==> src/rtl/eeprom_host_pkg.sv <==
// Constants, types and sequence tables for the parallel EEPROM host
package eeprom_host_pkg;

  // ----------------------------------------------------------------
  // Widths and clock
  // ----------------------------------------------------------------
  localparam int ADDR_W = 17;          // Byte address pins
  localparam int DATA_W = 8;           // Data pins
  localparam int PAGE_BITS = 7;        // Byte-in-page address bits
  localparam int POLL_BIT = 7;         // Data bit used for polling
  localparam int CLK_PERIOD_NS = 10;   // 100 MHz system clock

  typedef logic [20:0] cnt_t;          // Holds the longest wait count
  typedef logic [2:0] seq_t;           // Command sequence step

  // ----------------------------------------------------------------
  // Timing figures and their cycle counts
  // ----------------------------------------------------------------
  localparam int T_WP_NS = 250;        // Least write pulse width
  localparam int T_AH_NS = 150;        // Least address hold after pulse
  localparam int T_ACC_NS = 250;       // Longest read access time
  localparam int T_BLC_US = 30;        // Longest byte-load window
  localparam int T_START_US = 100;     // Idle time that starts programming
  localparam int T_WC_MS = 15;         // Longest page program time
  localparam int WP_CYC = (T_WP_NS + CLK_PERIOD_NS - 1) / CLK_PERIOD_NS;
  localparam int AH_CYC = (T_AH_NS + CLK_PERIOD_NS - 1) / CLK_PERIOD_NS;
  localparam int ACC_CYC = (T_ACC_NS + CLK_PERIOD_NS - 1) / CLK_PERIOD_NS;
  localparam int SYNC_CYC = 2;         // Latency of the pin synchroniser
  localparam int BLC_CYC = T_BLC_US * 1000 / CLK_PERIOD_NS;
  localparam int START_CYC = (T_START_US * 1000 + CLK_PERIOD_NS - 1)
                             / CLK_PERIOD_NS;
  localparam int WC_CYC = T_WC_MS * 1000000 / CLK_PERIOD_NS;
  // Next byte must have its pulse done before the device window closes
  localparam int WIN_LIMIT_CYC = BLC_CYC - AH_CYC - WP_CYC - 4;

  // ----------------------------------------------------------------
  // Protection sequence addresses and data
  // ----------------------------------------------------------------
  localparam logic [16:0] SEQ_ADDR_A = 17'h0_5555;
  localparam logic [16:0] SEQ_ADDR_B = 17'h0_2aaa;
  localparam logic [7:0] SEQ_D_AA = 8'haa;
  localparam logic [7:0] SEQ_D_55 = 8'h55;
  localparam logic [7:0] SEQ_D_LOCK = 8'ha0;
  localparam logic [7:0] SEQ_D_ERASE = 8'h80;
  localparam logic [7:0] SEQ_D_UNLOCK = 8'h20;
  localparam seq_t PREFIX_LAST = 3'h2; // Last step of the lock prefix
  localparam seq_t UNLOCK_LAST = 3'h5; // Last step of the unlock string

  // User command codes
  typedef enum logic [1:0] {OP_READ, OP_LOAD, OP_LOCK, OP_UNLOCK} op_e;

  // Address of one sequence step
  function automatic logic [16:0] seq_addr(input seq_t idx);
    seq_addr = (idx == 3'h1 || idx == 3'h4) ? SEQ_ADDR_B : SEQ_ADDR_A;
  endfunction

  // Data of one sequence step; third step differs for unlock
  function automatic logic [7:0] seq_data(input logic unl, input seq_t idx);
    case (idx)
      3'h0, 3'h3: seq_data = SEQ_D_AA;
      3'h1, 3'h4: seq_data = SEQ_D_55;
      3'h2: seq_data = unl ? SEQ_D_ERASE : SEQ_D_LOCK;
      default: seq_data = SEQ_D_UNLOCK;
    endcase
  endfunction

endpackage

==> src/rtl/eeprom_pin_sync.sv <==
// Two-flop synchroniser for the device's data and ready/busy pins
`timescale 1ns/1ps
module eeprom_pin_sync #(
  parameter int W = 9
) (
  input logic clk,
  input logic nrst,
  input logic [W-1:0] d,
  output logic [W-1:0] q
);

  // ----------------------------------------------------------------
  // Sync stages
  // ----------------------------------------------------------------
  logic [W-1:0] meta_r; // First stage, read only by the second

  // Pins are asynchronous to CLK; only q feeds logic
  always_ff @(posedge clk or negedge nrst) begin
    if (!nrst) begin
      meta_r <= '0;
      q <= '0;
    end else begin
      meta_r <= d;
      q <= meta_r;
    end
  end

endmodule

==> src/rtl/eeprom_host.sv <==
// Host controller driving a byte-wide page EEPROM through its pins
//
// Operation
// Page holds 1..128 bytes, low seven bits
// Next byte loaded inside the load window; code restarts the window count after a refused command
// Idle control lines start internal programming
// Programming ends within fifteen milliseconds
// Poll bit reads inverted while busy
// Ready/busy low while programming runs
// Strobe pulses wider than the noise limit
// No write with read enable low
// Address at strobe fall, data at rise
// Protect low blocks all programming
// Protect held high throughout programming
// Lock: three fixed bytes, then dummy write
// Unlock: six fixed bytes in order
// Locked writes need the three-byte prefix; code clears locked_r after a page closed by CMD_LAST
// Chip select high idles the device
`timescale 1ns/1ps
module eeprom_host #(
  parameter int START_CYC = eeprom_host_pkg::START_CYC, // Program start
  parameter int WC_CYC = eeprom_host_pkg::WC_CYC        // Program timeout
) (
  input logic CLK,
  input logic NRST,
  input logic CMD_VALID,
  input eeprom_host_pkg::op_e CMD_OP,
  input logic [16:0] CMD_ADDR,
  input logic [7:0] CMD_DATA,
  input logic CMD_LAST,
  input logic HW_PROTECT,
  output logic CMD_READY,
  output logic RSP_VALID,
  output logic [7:0] RSP_DATA,
  output logic RSP_ERR,
  output logic LOCKED,
  output logic [16:0] ADDR,
  output logic [7:0] DQ_O,
  output logic DQ_OE_N,
  input logic [7:0] DQ_I,
  output logic CE_N,
  output logic OE_N,
  output logic WE_N,
  output logic PROTECT_RESET_N,
  input logic RDY_BUSY_N
);

  // ----------------------------------------------------------------
  // State and storage
  // ----------------------------------------------------------------
  typedef enum logic [3:0] {
    S_IDLE, S_WSETUP, S_WPULSE, S_WHOLD, S_WINDOW,
    S_PWAIT, S_RSETUP, S_PGAP
  } state_e;

  state_e state_r;                     // Main sequencer state
  eeprom_host_pkg::cnt_t cnt_r;        // Timer within a state
  eeprom_host_pkg::cnt_t tmo_r;        // Programming timeout counter
  eeprom_host_pkg::seq_t seq_r;        // Step within a command string
  logic pre_r;                         // Lock prefix in progress
  logic unl_r;                         // Unlock string in progress
  logic lk_set_r;                      // Lock takes hold after this byte
  logic poll_r;                        // Read is a completion poll
  logic last_r;                        // Current byte closes the page
  logic [16:0] uaddr_r;                // User byte address
  logic [7:0] udata_r;                 // User byte data
  logic [9:0] page_r;                  // Page of the open page load
  logic [7:0] lastd_r;                 // Last byte put on the pins
  logic ce_n_r, oe_n_r, we_n_r, dq_oe_n_r;
  logic [16:0] addr_r;
  logic [7:0] dq_r;
  logic ready_r, rsp_valid_r, rsp_err_r, locked_r, prot_r;
  logic [7:0] rsp_data_r;
  logic [8:0] pins_s;                  // Synchronised busy and data
  logic fire;                          // Command taken this cycle
  logic same_page;                     // Load hits the open page
  logic poll_done;                     // Programming seen complete

  assign fire = CMD_VALID && ready_r;
  assign same_page = CMD_OP == eeprom_host_pkg::OP_LOAD &&
    CMD_ADDR[16:eeprom_host_pkg::PAGE_BITS] == page_r;
  // Device done once busy is released and bit 7 reads true data
  assign poll_done = pins_s[8] &&
    pins_s[eeprom_host_pkg::POLL_BIT] ==
    lastd_r[eeprom_host_pkg::POLL_BIT];

  // ----------------------------------------------------------------
  // Pin synchroniser
  // ----------------------------------------------------------------
  eeprom_pin_sync #(.W(9)) u_sync (
    .clk(CLK),
    .nrst(NRST),
    .d({RDY_BUSY_N, DQ_I}),
    .q(pins_s)
  );

  // ----------------------------------------------------------------
  // Main sequencer with its pin registers
  // ----------------------------------------------------------------
  // Pins change together with the state, so each output is a flop
  always_ff @(posedge CLK or negedge NRST) begin
    if (!NRST) begin
      state_r <= S_IDLE;
      cnt_r <= '0;
      tmo_r <= '0;
      seq_r <= '0;
      {pre_r, unl_r, lk_set_r, poll_r, last_r} <= '0;
      uaddr_r <= '0;
      udata_r <= '0;
      page_r <= '0;
      lastd_r <= '0;
      {ce_n_r, oe_n_r, we_n_r, dq_oe_n_r} <= 4'hf;
      addr_r <= '0;
      dq_r <= '0;
      {rsp_valid_r, rsp_err_r, locked_r} <= '0;
      rsp_data_r <= '0;
    end else begin
      rsp_valid_r <= 1'b0;
      cnt_r <= cnt_r + 1'b1;
      unique case (state_r)
        // Chip select high keeps the device idle here
        S_IDLE: begin
          if (fire) begin
            uaddr_r <= CMD_ADDR;
            udata_r <= CMD_DATA;
            last_r <= CMD_LAST;
            page_r <= CMD_ADDR[16:eeprom_host_pkg::PAGE_BITS];
            rsp_err_r <= 1'b0;
            ce_n_r <= 1'b0;
            if (CMD_OP == eeprom_host_pkg::OP_READ) begin
              poll_r <= 1'b0;
              addr_r <= CMD_ADDR;
              oe_n_r <= 1'b0;
              cnt_r <= '0;
              state_r <= S_RSETUP;
            end else begin
              // Locked device: each page opens with the prefix until a page closed by CMD_LAST clears locked_r
              pre_r <= CMD_OP == eeprom_host_pkg::OP_LOCK ||
                (CMD_OP == eeprom_host_pkg::OP_LOAD && locked_r);
              unl_r <= CMD_OP == eeprom_host_pkg::OP_UNLOCK;
              lk_set_r <= CMD_OP == eeprom_host_pkg::OP_LOCK;
              seq_r <= '0;
              dq_oe_n_r <= 1'b0;
              if (CMD_OP == eeprom_host_pkg::OP_LOAD && !locked_r) begin
                addr_r <= CMD_ADDR;
                dq_r <= CMD_DATA;
              end else begin
                addr_r <= eeprom_host_pkg::seq_addr('0);
                dq_r <= eeprom_host_pkg::seq_data(
                  CMD_OP == eeprom_host_pkg::OP_UNLOCK, '0);
              end
              state_r <= S_WSETUP;
            end
          end
        end
        // Address and data settle with strobe high, read enable high
        S_WSETUP: begin
          we_n_r <= 1'b0;
          cnt_r <= '0;
          state_r <= S_WPULSE;
        end
        // Strobe held low far beyond the noise filter width
        S_WPULSE: begin
          if (cnt_r == eeprom_host_pkg::cnt_t'(
              eeprom_host_pkg::WP_CYC - 1)) begin
            we_n_r <= 1'b1;
            ce_n_r <= 1'b1;
            lastd_r <= dq_r;
            cnt_r <= '0;
            state_r <= S_WHOLD;
          end
        end
        // Address and data held after the rising edges
        S_WHOLD: begin
          if (cnt_r == eeprom_host_pkg::cnt_t'(
              eeprom_host_pkg::AH_CYC - 1)) begin
            cnt_r <= '0;
            if ((pre_r && seq_r != eeprom_host_pkg::PREFIX_LAST) ||
                (unl_r && seq_r != eeprom_host_pkg::UNLOCK_LAST)) begin
              // Next fixed byte of the string, strictly in order
              seq_r <= seq_r + 1'b1;
              addr_r <= eeprom_host_pkg::seq_addr(seq_r + 1'b1);
              dq_r <= eeprom_host_pkg::seq_data(unl_r, seq_r + 1'b1);
              ce_n_r <= 1'b0;
              state_r <= S_WSETUP;
            end else if (pre_r) begin
              // Prefix done: user byte, or the dummy write of a lock
              pre_r <= 1'b0;
              addr_r <= uaddr_r;
              dq_r <= udata_r;
              ce_n_r <= 1'b0;
              state_r <= S_WSETUP;
            end else begin
              dq_oe_n_r <= 1'b1;
              if (unl_r || lk_set_r || last_r) begin
                locked_r <= lk_set_r;
                {unl_r, lk_set_r} <= '0;
                state_r <= S_PWAIT;
              end else begin
                rsp_valid_r <= 1'b1;
                rsp_data_r <= dq_r;
                state_r <= S_WINDOW;
              end
            end
          end
        end
        // Page stays open; commit before the load window closes
        S_WINDOW: begin
          if (fire) begin
            cnt_r <= '0;
            if (same_page) begin
              // A refused command earlier in the page must not stick
              rsp_err_r <= 1'b0;
              uaddr_r <= CMD_ADDR;
              udata_r <= CMD_DATA;
              last_r <= CMD_LAST;
              addr_r <= CMD_ADDR;
              dq_r <= CMD_DATA;
              ce_n_r <= 1'b0;
              dq_oe_n_r <= 1'b0;
              state_r <= S_WSETUP;
            end else begin
              // Foreign command mid-page: refused, page still open
              rsp_valid_r <= 1'b1;
              rsp_err_r <= 1'b1;
            end
          end else if (cnt_r == eeprom_host_pkg::cnt_t'(
              eeprom_host_pkg::WIN_LIMIT_CYC - 1)) begin
            cnt_r <= '0;
            state_r <= S_PWAIT;
          end
        end
        // Control lines idle so the device begins programming
        S_PWAIT: begin
          if (cnt_r == eeprom_host_pkg::cnt_t'(START_CYC - 1)) begin
            cnt_r <= '0;
            tmo_r <= '0;
            poll_r <= 1'b1;
            addr_r <= uaddr_r;
            ce_n_r <= 1'b0;
            oe_n_r <= 1'b0;
            state_r <= S_RSETUP;
          end
        end
        // Read with access time plus synchroniser latency
        S_RSETUP: begin
          tmo_r <= tmo_r + 1'b1;
          if (cnt_r == eeprom_host_pkg::cnt_t'(eeprom_host_pkg::ACC_CYC +
              eeprom_host_pkg::SYNC_CYC)) begin
            ce_n_r <= 1'b1;
            oe_n_r <= 1'b1;
            cnt_r <= '0;
            if (!poll_r || poll_done) begin
              rsp_valid_r <= 1'b1;
              rsp_data_r <= pins_s[7:0];
              state_r <= S_IDLE;
            end else if (tmo_r >= eeprom_host_pkg::cnt_t'(WC_CYC)) begin
              // Device overran its longest program time
              rsp_valid_r <= 1'b1;
              rsp_err_r <= 1'b1;
              rsp_data_r <= pins_s[7:0];
              state_r <= S_IDLE;
            end else begin
              state_r <= S_PGAP;
            end
          end
        end
        // One deselected cycle between two polls
        S_PGAP: begin
          tmo_r <= tmo_r + 1'b1;
          ce_n_r <= 1'b0;
          oe_n_r <= 1'b0;
          cnt_r <= '0;
          state_r <= S_RSETUP;
        end
      endcase
    end
  end

  // ----------------------------------------------------------------
  // Command ready and protect pin
  // ----------------------------------------------------------------
  // Ready drops the cycle after a take and before the window closes
  always_ff @(posedge CLK or negedge NRST) begin
    if (!NRST) begin
      ready_r <= 1'b0;
    end else if (fire) begin
      ready_r <= 1'b0;
    end else begin
      ready_r <= prot_r && !HW_PROTECT && (state_r == S_IDLE ||
        (state_r == S_WINDOW && cnt_r < eeprom_host_pkg::cnt_t'(
          eeprom_host_pkg::WIN_LIMIT_CYC - 2)));
    end
  end

  // Protect pin follows the user only between operations
  always_ff @(posedge CLK or negedge NRST) begin
    if (!NRST) begin
      prot_r <= 1'b0;
    end else if (state_r == S_IDLE && !fire) begin
      prot_r <= !HW_PROTECT;
    end else begin
      prot_r <= 1'b1;
    end
  end

  assign CMD_READY = ready_r;
  assign RSP_VALID = rsp_valid_r;
  assign RSP_DATA = rsp_data_r;
  assign RSP_ERR = rsp_err_r;
  assign LOCKED = locked_r;
  assign ADDR = addr_r;
  assign DQ_O = dq_r;
  assign DQ_OE_N = dq_oe_n_r;
  assign CE_N = ce_n_r;
  assign OE_N = oe_n_r;
  assign WE_N = we_n_r;
  assign PROTECT_RESET_N = prot_r;

  // ----------------------------------------------------------------
  // Checks
  // ----------------------------------------------------------------
  logic [7:0] wlow_r; // Length of the current strobe-low run
  always_ff @(posedge CLK or negedge NRST) begin
    if (!NRST) begin
      wlow_r <= '0;
    end else begin
      wlow_r <= WE_N ? 8'h00 : wlow_r + 8'h01;
    end
  end
endmodule

==> config.mk <==
export PLATFORM = sky130hd
export DESIGN_NAME = eeprom_host
export DESIGN_NICKNAME = d
export VERILOG_FILES = /design/src/rtl/eeprom_host_pkg.sv /design/src/rtl/eeprom_pin_sync.sv /design/src/rtl/eeprom_host.sv
export SDC_FILE = /design/constraint.sdc
export NUM_CORES = 1
export LEC_CHECK = 0
export ABC_AREA = 1
export BUFFER_PORTS_ARGS = -buffer_cell sky130_fd_sc_hd__buf_2
export CAP_MARGIN = 20
export CORE_AREA = 4 4 128 130
export DETAILED_ROUTE_END_ITERATION = 6
export DIE_AREA = 0 0 132 134
export PLACE_DENSITY = 0.79
export SKIP_CTS_REPAIR_TIMING = 1
export SYNTH_ARGS = -nofsm -noshare
export SYNTH_HDL_FRONTEND = slang
export SYNTH_SLANG_ARGS = --single-unit
==> constraint.sdc <==
create_clock -name CLK -period 2.3 [get_ports CLK]
set_clock_uncertainty 0.15 [all_clocks]
set_input_delay 0.46 -clock CLK [delete_from_list [all_inputs] [get_ports CLK]]
set_output_delay 0.46 -clock CLK [all_outputs]
set_load 0.02 [all_outputs]
==> summary.md, run 1 <==
| Metric | Value |
|---|---|
| Cell-internal power | between 0.006 and 0.007 W |
| Sequential area share after synthesis | 46.3% |
| H-tree Lvls | 4 |
| Gpl congestion | about 0.95 |
| Power per cell area | 1220 mW/mm² |
| Via count | roughly 7500 |
| Final WS setup | about 160 ps |
| Critical path arrival | approximately 2300 ps |
| Worst-path fanout max | 8 |
| Routed WL per cell | about 15 µm |
| Final core occ | 63.6% |
| Num ports | just over 80 |
| Final setup TNS | 0 ps |
| Syn Area/Cell | between 7 and 8 µm² |
| Max incr delay on CP | approximately 430 ps |
| HP Class | primary input to register |
| Die width | approximately 130 µm |
| RSZ-0062 raised after global routing | false |
| # setup viols final | 0 |
| YS warnings | 0 |
| Worst Setup Path Type | register to register |
| Comb pwr share | between 40% and 50% |
| Layout Cells excl Fill | roughly 1400 |
| Vias in the first global route | just over 7000 |
| Synth cell types | 36 |
| Post-synth EDFFs | 0 |
| Core box area | roughly 0.015 mm² |
| Switching Fraction | between 40% and 50% |
| DR vias/cell | around 5.4 |
| Fmax | approximately 470 MHz |
| Terminus of the critical flop-to-flop path | DQ_O[2] |
| Share of cells above drive strength 1 | about 18% |
| Flop and latch count out of synthesis | around 150 |
| Worst path slowest cell | dfrtp_1 |
| Top cells by area, synth | dfrtp_1, nand2_1, nand3_1, o21ai_0, inv_1 |
| DRC violations left | 0 |
| Syn_nets | 1127 |
| I/O Buffers | just over 80 |
| Outcome | complete, no violations |
| Pin count of the biggest net entering global routing | between 40 and 50 |
| Final period util | between 90 and 100% |
| Max-cap viol count | 0 |
| Final WL | a little over 20 mm |
| Crit path capture type | register |
| FP Rows | 45 |
| Net switching power | around 0.005 W |
| Initial antenna violation count | 0 |
| Slew Viols, Final | 0 |
| Synthesized area | between 0.008 and 0.009 mm² |
| CP required | 2470 ps |
| R2r startpoint | cnt_r[0] |
| DP Cell Count | around 1400 |
| CTS sink cnt | ~150 |
| Starting Density | a little over half |
| Hold EP | PROTECT_RESET_N |
| Synth area leader | dfrtp_1 |
| CTS tree | built |
| CTS max path bufs | 2 |
| Syn Inst Count | around 1100 |
| CTS buffer count | 17 |
| Final hold violation count | 0 |
| First-pass GRT wire length | around 35 mm |
| Cell family with the largest share of critical-path delay | simple AND/OR/NAND/NOR gates |
| GRT Total Usage | 23.8% |
| Yosys top cell area share | around 45% |
| Worst path cell trace | inv_2 -> ha_1 -> nand3_1 -> nor2_1 -> nand3_2 -> nand2_2 -> nand2_4 -> nor2_4 -> nand3_2 -> nand2_1 -> nand2_1 |
| Worst slew margin | a little under three quarters |
| Sequential fraction of design power | roughly a third |
| ANT cells | 0 |
| Congestion Overflow GR | 0 |
| Clk slew on worst S/H paths | 60 ps |
| Slew at the pin closest to its max-slew limit | around 430 ps |
| R2r worst-path depth | 11 |
| Hpwl dp | roughly 15 mm |
| Worst skew pair latency | ~430 ps |
| WP buf/inv | 1 |
| Hold_sp | HW_PROTECT |
| Ys async rst share | between 90% and 100% |
| Static Leak | 4.90 nW |
| Hold path depth | 2 |
| Die area | 0.0177 mm² |
| Fin nets | between 1000 and 1500 |
| DR iter-0 viols | ~630 |
| Area Overhead vs Synth | 19.4% |
| Flop2flop setup slack | between 150 and 200 ps |
| Startpoint Class | register |
| Fillers | ~1300 |
| Power, Total | between 0.01 and 0.015 W |
| Clk pwr share | between 20% and 30% |
| Die Height | roughly 130 µm |
| Crit path time final | roughly 2100 ps |
| Maximum VDD drop | 0.000814 V |
| Final antenna-violating net count | 0 |
| Root Driver | clkbuf_16 |
| Drt pass-1 iters | 5 |
| Pre-CTS setup slack | roughly 70 ps |
| Ys flop type | dfrtp_1 |
-- logic make-up (layout without fill, tap and decap cells) --
logic type | Yosys count | in the layout | synth area share (%)
XOR/XNOR | 14 | 14 | 1.52
AO/OA/AOI/OAI | 132 | 132 | 8.78
buffers and inverters | 138 | 272 | 7.23
AND/OR/NAND/NOR | 633 | 633 | 34.6
adder cells (fa/ha/maj) | 10 | 10 | 1.55
flip-flops | 149 | 149 | 46.3
-- cell type report --
type	instances	area, µm²	area share (%)
clock buffer	17	425	4.42
inverter	112	420	4.37
tap	188	235	2.44
clock inverter	15	215	2.23
multi-input combinational	789	3800	39.5
sequential	149	3730	38.8
timing repair buffer	128	800	8.30
-- how the worst max path moves through the flow --
stage | from | to | cells past startpoint
6_report | cnt_r[0] | DQ_O[2] | 11
2_1_floorplan | seq_r[0] | ADDR[0] | 10
5_1_grt | cnt_r[1] | cnt_r[13] | 11
4_1_cts | seq_r[0] | ADDR[0] | 11
3_5_place_dp | cnt_r[1] | cnt_r[16] | 11
3_3_place_gp | cnt_r[1] | cnt_r[13] | 11
-- cells in the final DEF (no fill, tap or decap), types with 2 or more instances in the layout --
cell type,n
nand2_1,370
dfrtp_1,145
inv_1,92
nand3_1,84
nor2_1,83
buf_2,81
o21ai_0,79
nand4_1,36
buf_4,35
a21oi_1,26
inv_2,20
nor3_1,19
clkbuf_16,17
xor2_1,10
dlygate4sd3_1,10
nor2_2,9
nor2_4,9
nand3_2,9
o21ai_1,9
ha_1,7
nand2_2,6
dfstp_2,4
o22ai_1,4
xnor2_1,4
inv_6,4
bufinv_16,4
nand2_4,3
o21bai_1,3
o31ai_1,3
inv_8,3
nor3_2,2
o21a_1,2
a31oi_1,2
ha_4,2
clkinv_2,2
-- worst reg2reg max path, stage by stage, from the launching register on --
cell,delay [ps]
dfrtp_1,430
inv_2,100
ha_1,160
nand3_1,90
nor2_1,160
nand3_2,120
nand2_2,150
nand2_4,100
nor2_4,200
nand3_2,210
nand2_1,110
nand2_1,50
-- through the flow --
step	area, µm²	hold WS (ps)
floorplan	8070	14.4
global placement	8820	183
detailed placement	8820	185
CTS	9460	-201
global route	9630	63.4
finish	9630	62.1
-- power by group through the flow --
stage | Sequential [W] | Clock, W | Combinational (W)
floorplan | 0.00413 | 0 | 0.00308
global placement | 0.00392 | 0 | 0.00455
detailed placement | 0.00393 | 0 | 0.00464
CTS | 0.00391 | 0.00305 | 0.00469
global route | 0.00402 | 0.00317 | 0.00530
finish | 0.00393 | 0.00301 | 0.00477
-- per-layer routing --
metal  share of wire (%)  track usage, %  wire, µm  vias up
met5                   0               0         0        -
li1                    -               -         -     3711
met1                  43            31.3      8880     3523
met3                 6.3            4.76      1310       32
met2                  49            39.5     10100      261
met4                 1.8            8.46       372        0
-- flip-flops by register name, summed over array words and instances (netlist names), 3 cells and up --
register / cells
ADDR: 17
u_sync.meta_r: 9
state_r: 3
page_r: 10
seq_r: 3
uaddr_r: 17
udata_r: 8
RSP_DATA: 8
cnt_r: 21
tmo_r: 21
DQ_O: 8
u_sync.q: 9
-- synth_stat cells, types with 3 or more instances --
cell      instances
a21oi_1          26
buf_2             7
buf_4             7
buf_6             4
clkbuf_1          8
dfrtp_1         145
dfstp_2           4
ha_1             10
inv_1            93
inv_2            19
nand2_1         371
nand2_2           5
nand2_4           3
nand3_1          85
nand3_2           8
nand4_1          36
nor2_1           86
nor2_2            7
nor2_4            8
nor3_1           19
o21ai_0          80
o21ai_1           9
o21bai_1          3
o22ai_1           4
o31ai_1           3
xnor2_1           4
xor2_1           10
Note: power is estimated with default switching activity, not from simulation.
==> inputs of run 2 (changes only) <==
Clock period 2.3 ns to 2.6 ns, I/O delays scaled along.
==> run 2 against run 1 <==
- non-clock buffer count down 19
- via count down 0.64%
- register-to-register slack better by 30 ps
- first-iteration DRC count up 15%
- routed wire length down 1.3%
- sequential share of layout area up 1.1 points
- global-route usage about the same
- final cell count down 1.4%
- die area unchanged
- core utilization down 1.8 points
- count of clock-buffer cells in the layout up 4
- fmax down 11%
- critical endpoint is now ADDR[2]
- largest power group unchanged
==> summary.md, run 2 (synthesis results as in run 1) <==
| Metric | Value |
|---|---|
| Outcome | complete, no violations |
| Pre-CTS setup slack | 326 ps |
| Worst skew pair latency | between 400 and 500 ps |
| RSZ-0062 raised after global routing | false |
| Net switching power | approximately 0.0042 W |
| R2r worst-path depth | 13 |
| Most frequent cells in the layout | nand2_1, dfrtp_1, inv_1, nor2_1, nand3_1 |
| DR vias/cell | roughly 5.4 |
| Maximum VDD drop | 0.000594 V |
| Root Driver | clkbuf_16 |
| Worst-path fanout max | 11 |
| CP required | roughly 2800 ps |
| Crit path from | seq_r[0] |
| Critical path arrival | around 2600 ps |
| Max-cap viol count | 0 |
| CTS sink cnt | approximately 150 |
| Congestion Overflow GR | 0 |
| Biggest regs | cnt_r (21), tmo_r (21) |
| Crit path capture | ADDR[2] |
| Cell-internal power | 0.00573 W |
| # setup viols final | 0 |
| Power per cell area | 1060 mW/mm² |
| Die area | 0.0177 mm² |
| Flop2flop setup slack | 180 ps |
| Final WL | between 20 and 25 mm |
| GRT Total Usage | 23.8% |
| CTS buffer count | 17 |
| Die width | approximately 130 µm |
| HP Class | primary input to register |
| Startpoint Class | register |
| Slew at the pin closest to its max-slew limit | ~650 ps |
| Switching Fraction | about 42% |
| DRC violations left | 0 |
| Final setup TNS | 0 ps |
| Comb pwr share | between 40% and 50% |
| Worst slew margin | between 50% and 60% |
| Core box area | 0.0151 mm² |
| Initial antenna violation count | 0 |
| Num ports | 83 |
| Drt pass-1 iters | 5 |
| Final period util | between 90 and 100% |
| Die Height | roughly 130 µm |
| Fmax | around 410 MHz |
| Routed WL per cell | 14.8 µm |
| Fin nets | ~1200 |
| Clk slew on worst S/H paths | around 60 ps |
| Crit path capture type | register |
| FP Rows | between 40 and 50 |
| Worst Setup Path Type | register to register |
| Slew Viols, Final | 0 |
| Commonest non-fill, non-tap cell in the layout | nand2_1 |
| Clk pwr share | 23.8% |
| Area Overhead vs Synth | 16.1% |
| Sequential fraction of design power | 34.6% |
| Layout Cells excl Fill | about 1400 |
| Starting Density | 53.3% |
| Final hold violation count | 0 |
| CTS max path bufs | 2 |
| Vias in the first global route | just over 7000 |
| Via count | about 7500 |
| Crit path time final | between 2000 and 2500 ps |
| Multi-input logic area | approximately 0.0037 mm² |
| First-pass GRT wire length | between 30 and 40 mm |
| Register Area | 0.00373 mm² |
| Share of cells above drive strength 1 | 16.4% |
| Final WS setup | about 180 ps |
| Gpl congestion | 0.955 |
| DP Cell Count | 1346 |
| DR iter-0 viols | just over 700 |
| CTS tree | built |
| Static Leak | roughly 4.8 nW |
| Fillers | 1311 |
| R2r startpoint | seq_r[0] |
| Final antenna-violating net count | 0 |
| H-tree Lvls | 4 |
| Terminus of the critical flop-to-flop path | ADDR[2] |
| Hpwl dp | 14.8 mm |
| Pin count of the biggest net entering global routing | 46 |
| Final Hold Slack | 46.7 ps |
| I/O Buffers | between 80 and 90 |
| Power, Total | roughly 0.01 W |
| ANT cells | 0 |
run 2: cell count changes in the layout (fill, tap and decap cells not counted), moves of 3 or more:
cell           before  now
buf_4              35   23
clkbuf_1            0    4
clkinvlp_4          1    4
dlygate4sd3_1      10    1
ha_1                7   10
inv_8               3    0
nor2_1             83   86
run 2: worst max-delay path, stage by stage, from the launching register on:
cell     delay (ps)
dfrtp_1         410
inv_1           100
ha_1            220
nand2_1          70
nand2_1          40
nand2_1         300
inv_1           200
nor2_1          170
nor2_1           60
buf_4           160
o21ai_0         110
nand4_1         140
nand3_1         110
nand2_1          60
run 2: area by class of cell:
class / count / area share (%)
Tap cell: 188 / 2.51
Inverter: 112 / 4.49
Multi-Input combinational cell: 789 / 40.0
Timing Repair Buffer: 109 / 7.04
Clock buffer: 21 / 4.70
Clock inverter: 11 / 1.35
Sequential cell: 149 / 39.9
run 2: power by group through the flow:
stage / Sequential [W] / Combinational (W) / Clock [W]
final: 0.00345 / 0.00415 / 0.00237
after global routing: 0.00352 / 0.00466 / 0.00252
after CTS: 0.00344 / 0.00413 / 0.00241
after detailed placement: 0.00346 / 0.00410 / 0
after floorplan: 0.00365 / 0.00272 / 0
after global placement: 0.00345 / 0.00401 / 0
run 2: through the flow:
| stage | cell area [µm²] | utilization, % |
|---|---|---|
| after floorplan | 8070 | - |
| after global placement | 8790 | 58.0 |
| after detailed placement | 8790 | 58.0 |
| after CTS | 9360 | 61.8 |
| after global routing | 9370 | 61.8 |
| final | 9370 | 61.8 |
run 2: how the worst min path moves through the flow:
| stage | from | to | slack (ps) | cells past startpoint |
|---|---|---|---|---|
| 3_5_place_dp | u_sync.meta_r[0] | u_sync.q[0] | 190 | 0 |
| 5_1_grt | RDY_BUSY_N | u_sync.meta_r[8] | 30 | 1 |
| 6_report | DQ_I[3] | u_sync.meta_r[3] | 50 | 1 |
| 4_1_cts | NRST | tmo_r[6] | -120 | 1 |
| 2_1_floorplan | NRST | ADDR[0] | 70 | 0 |
| 3_3_place_gp | u_sync.meta_r[1] | u_sync.q[1] | 180 | 0 |
run 2: per-layer routing:
metal	global-route usage, %	share of wire [%]	vias to the layer above
met2	38.6	48	276
met3	5.51	6.5	31
met5	0	0	-
met1	31.8	44	3496
met4	8.05	1.9	0
li1	-	-	3676
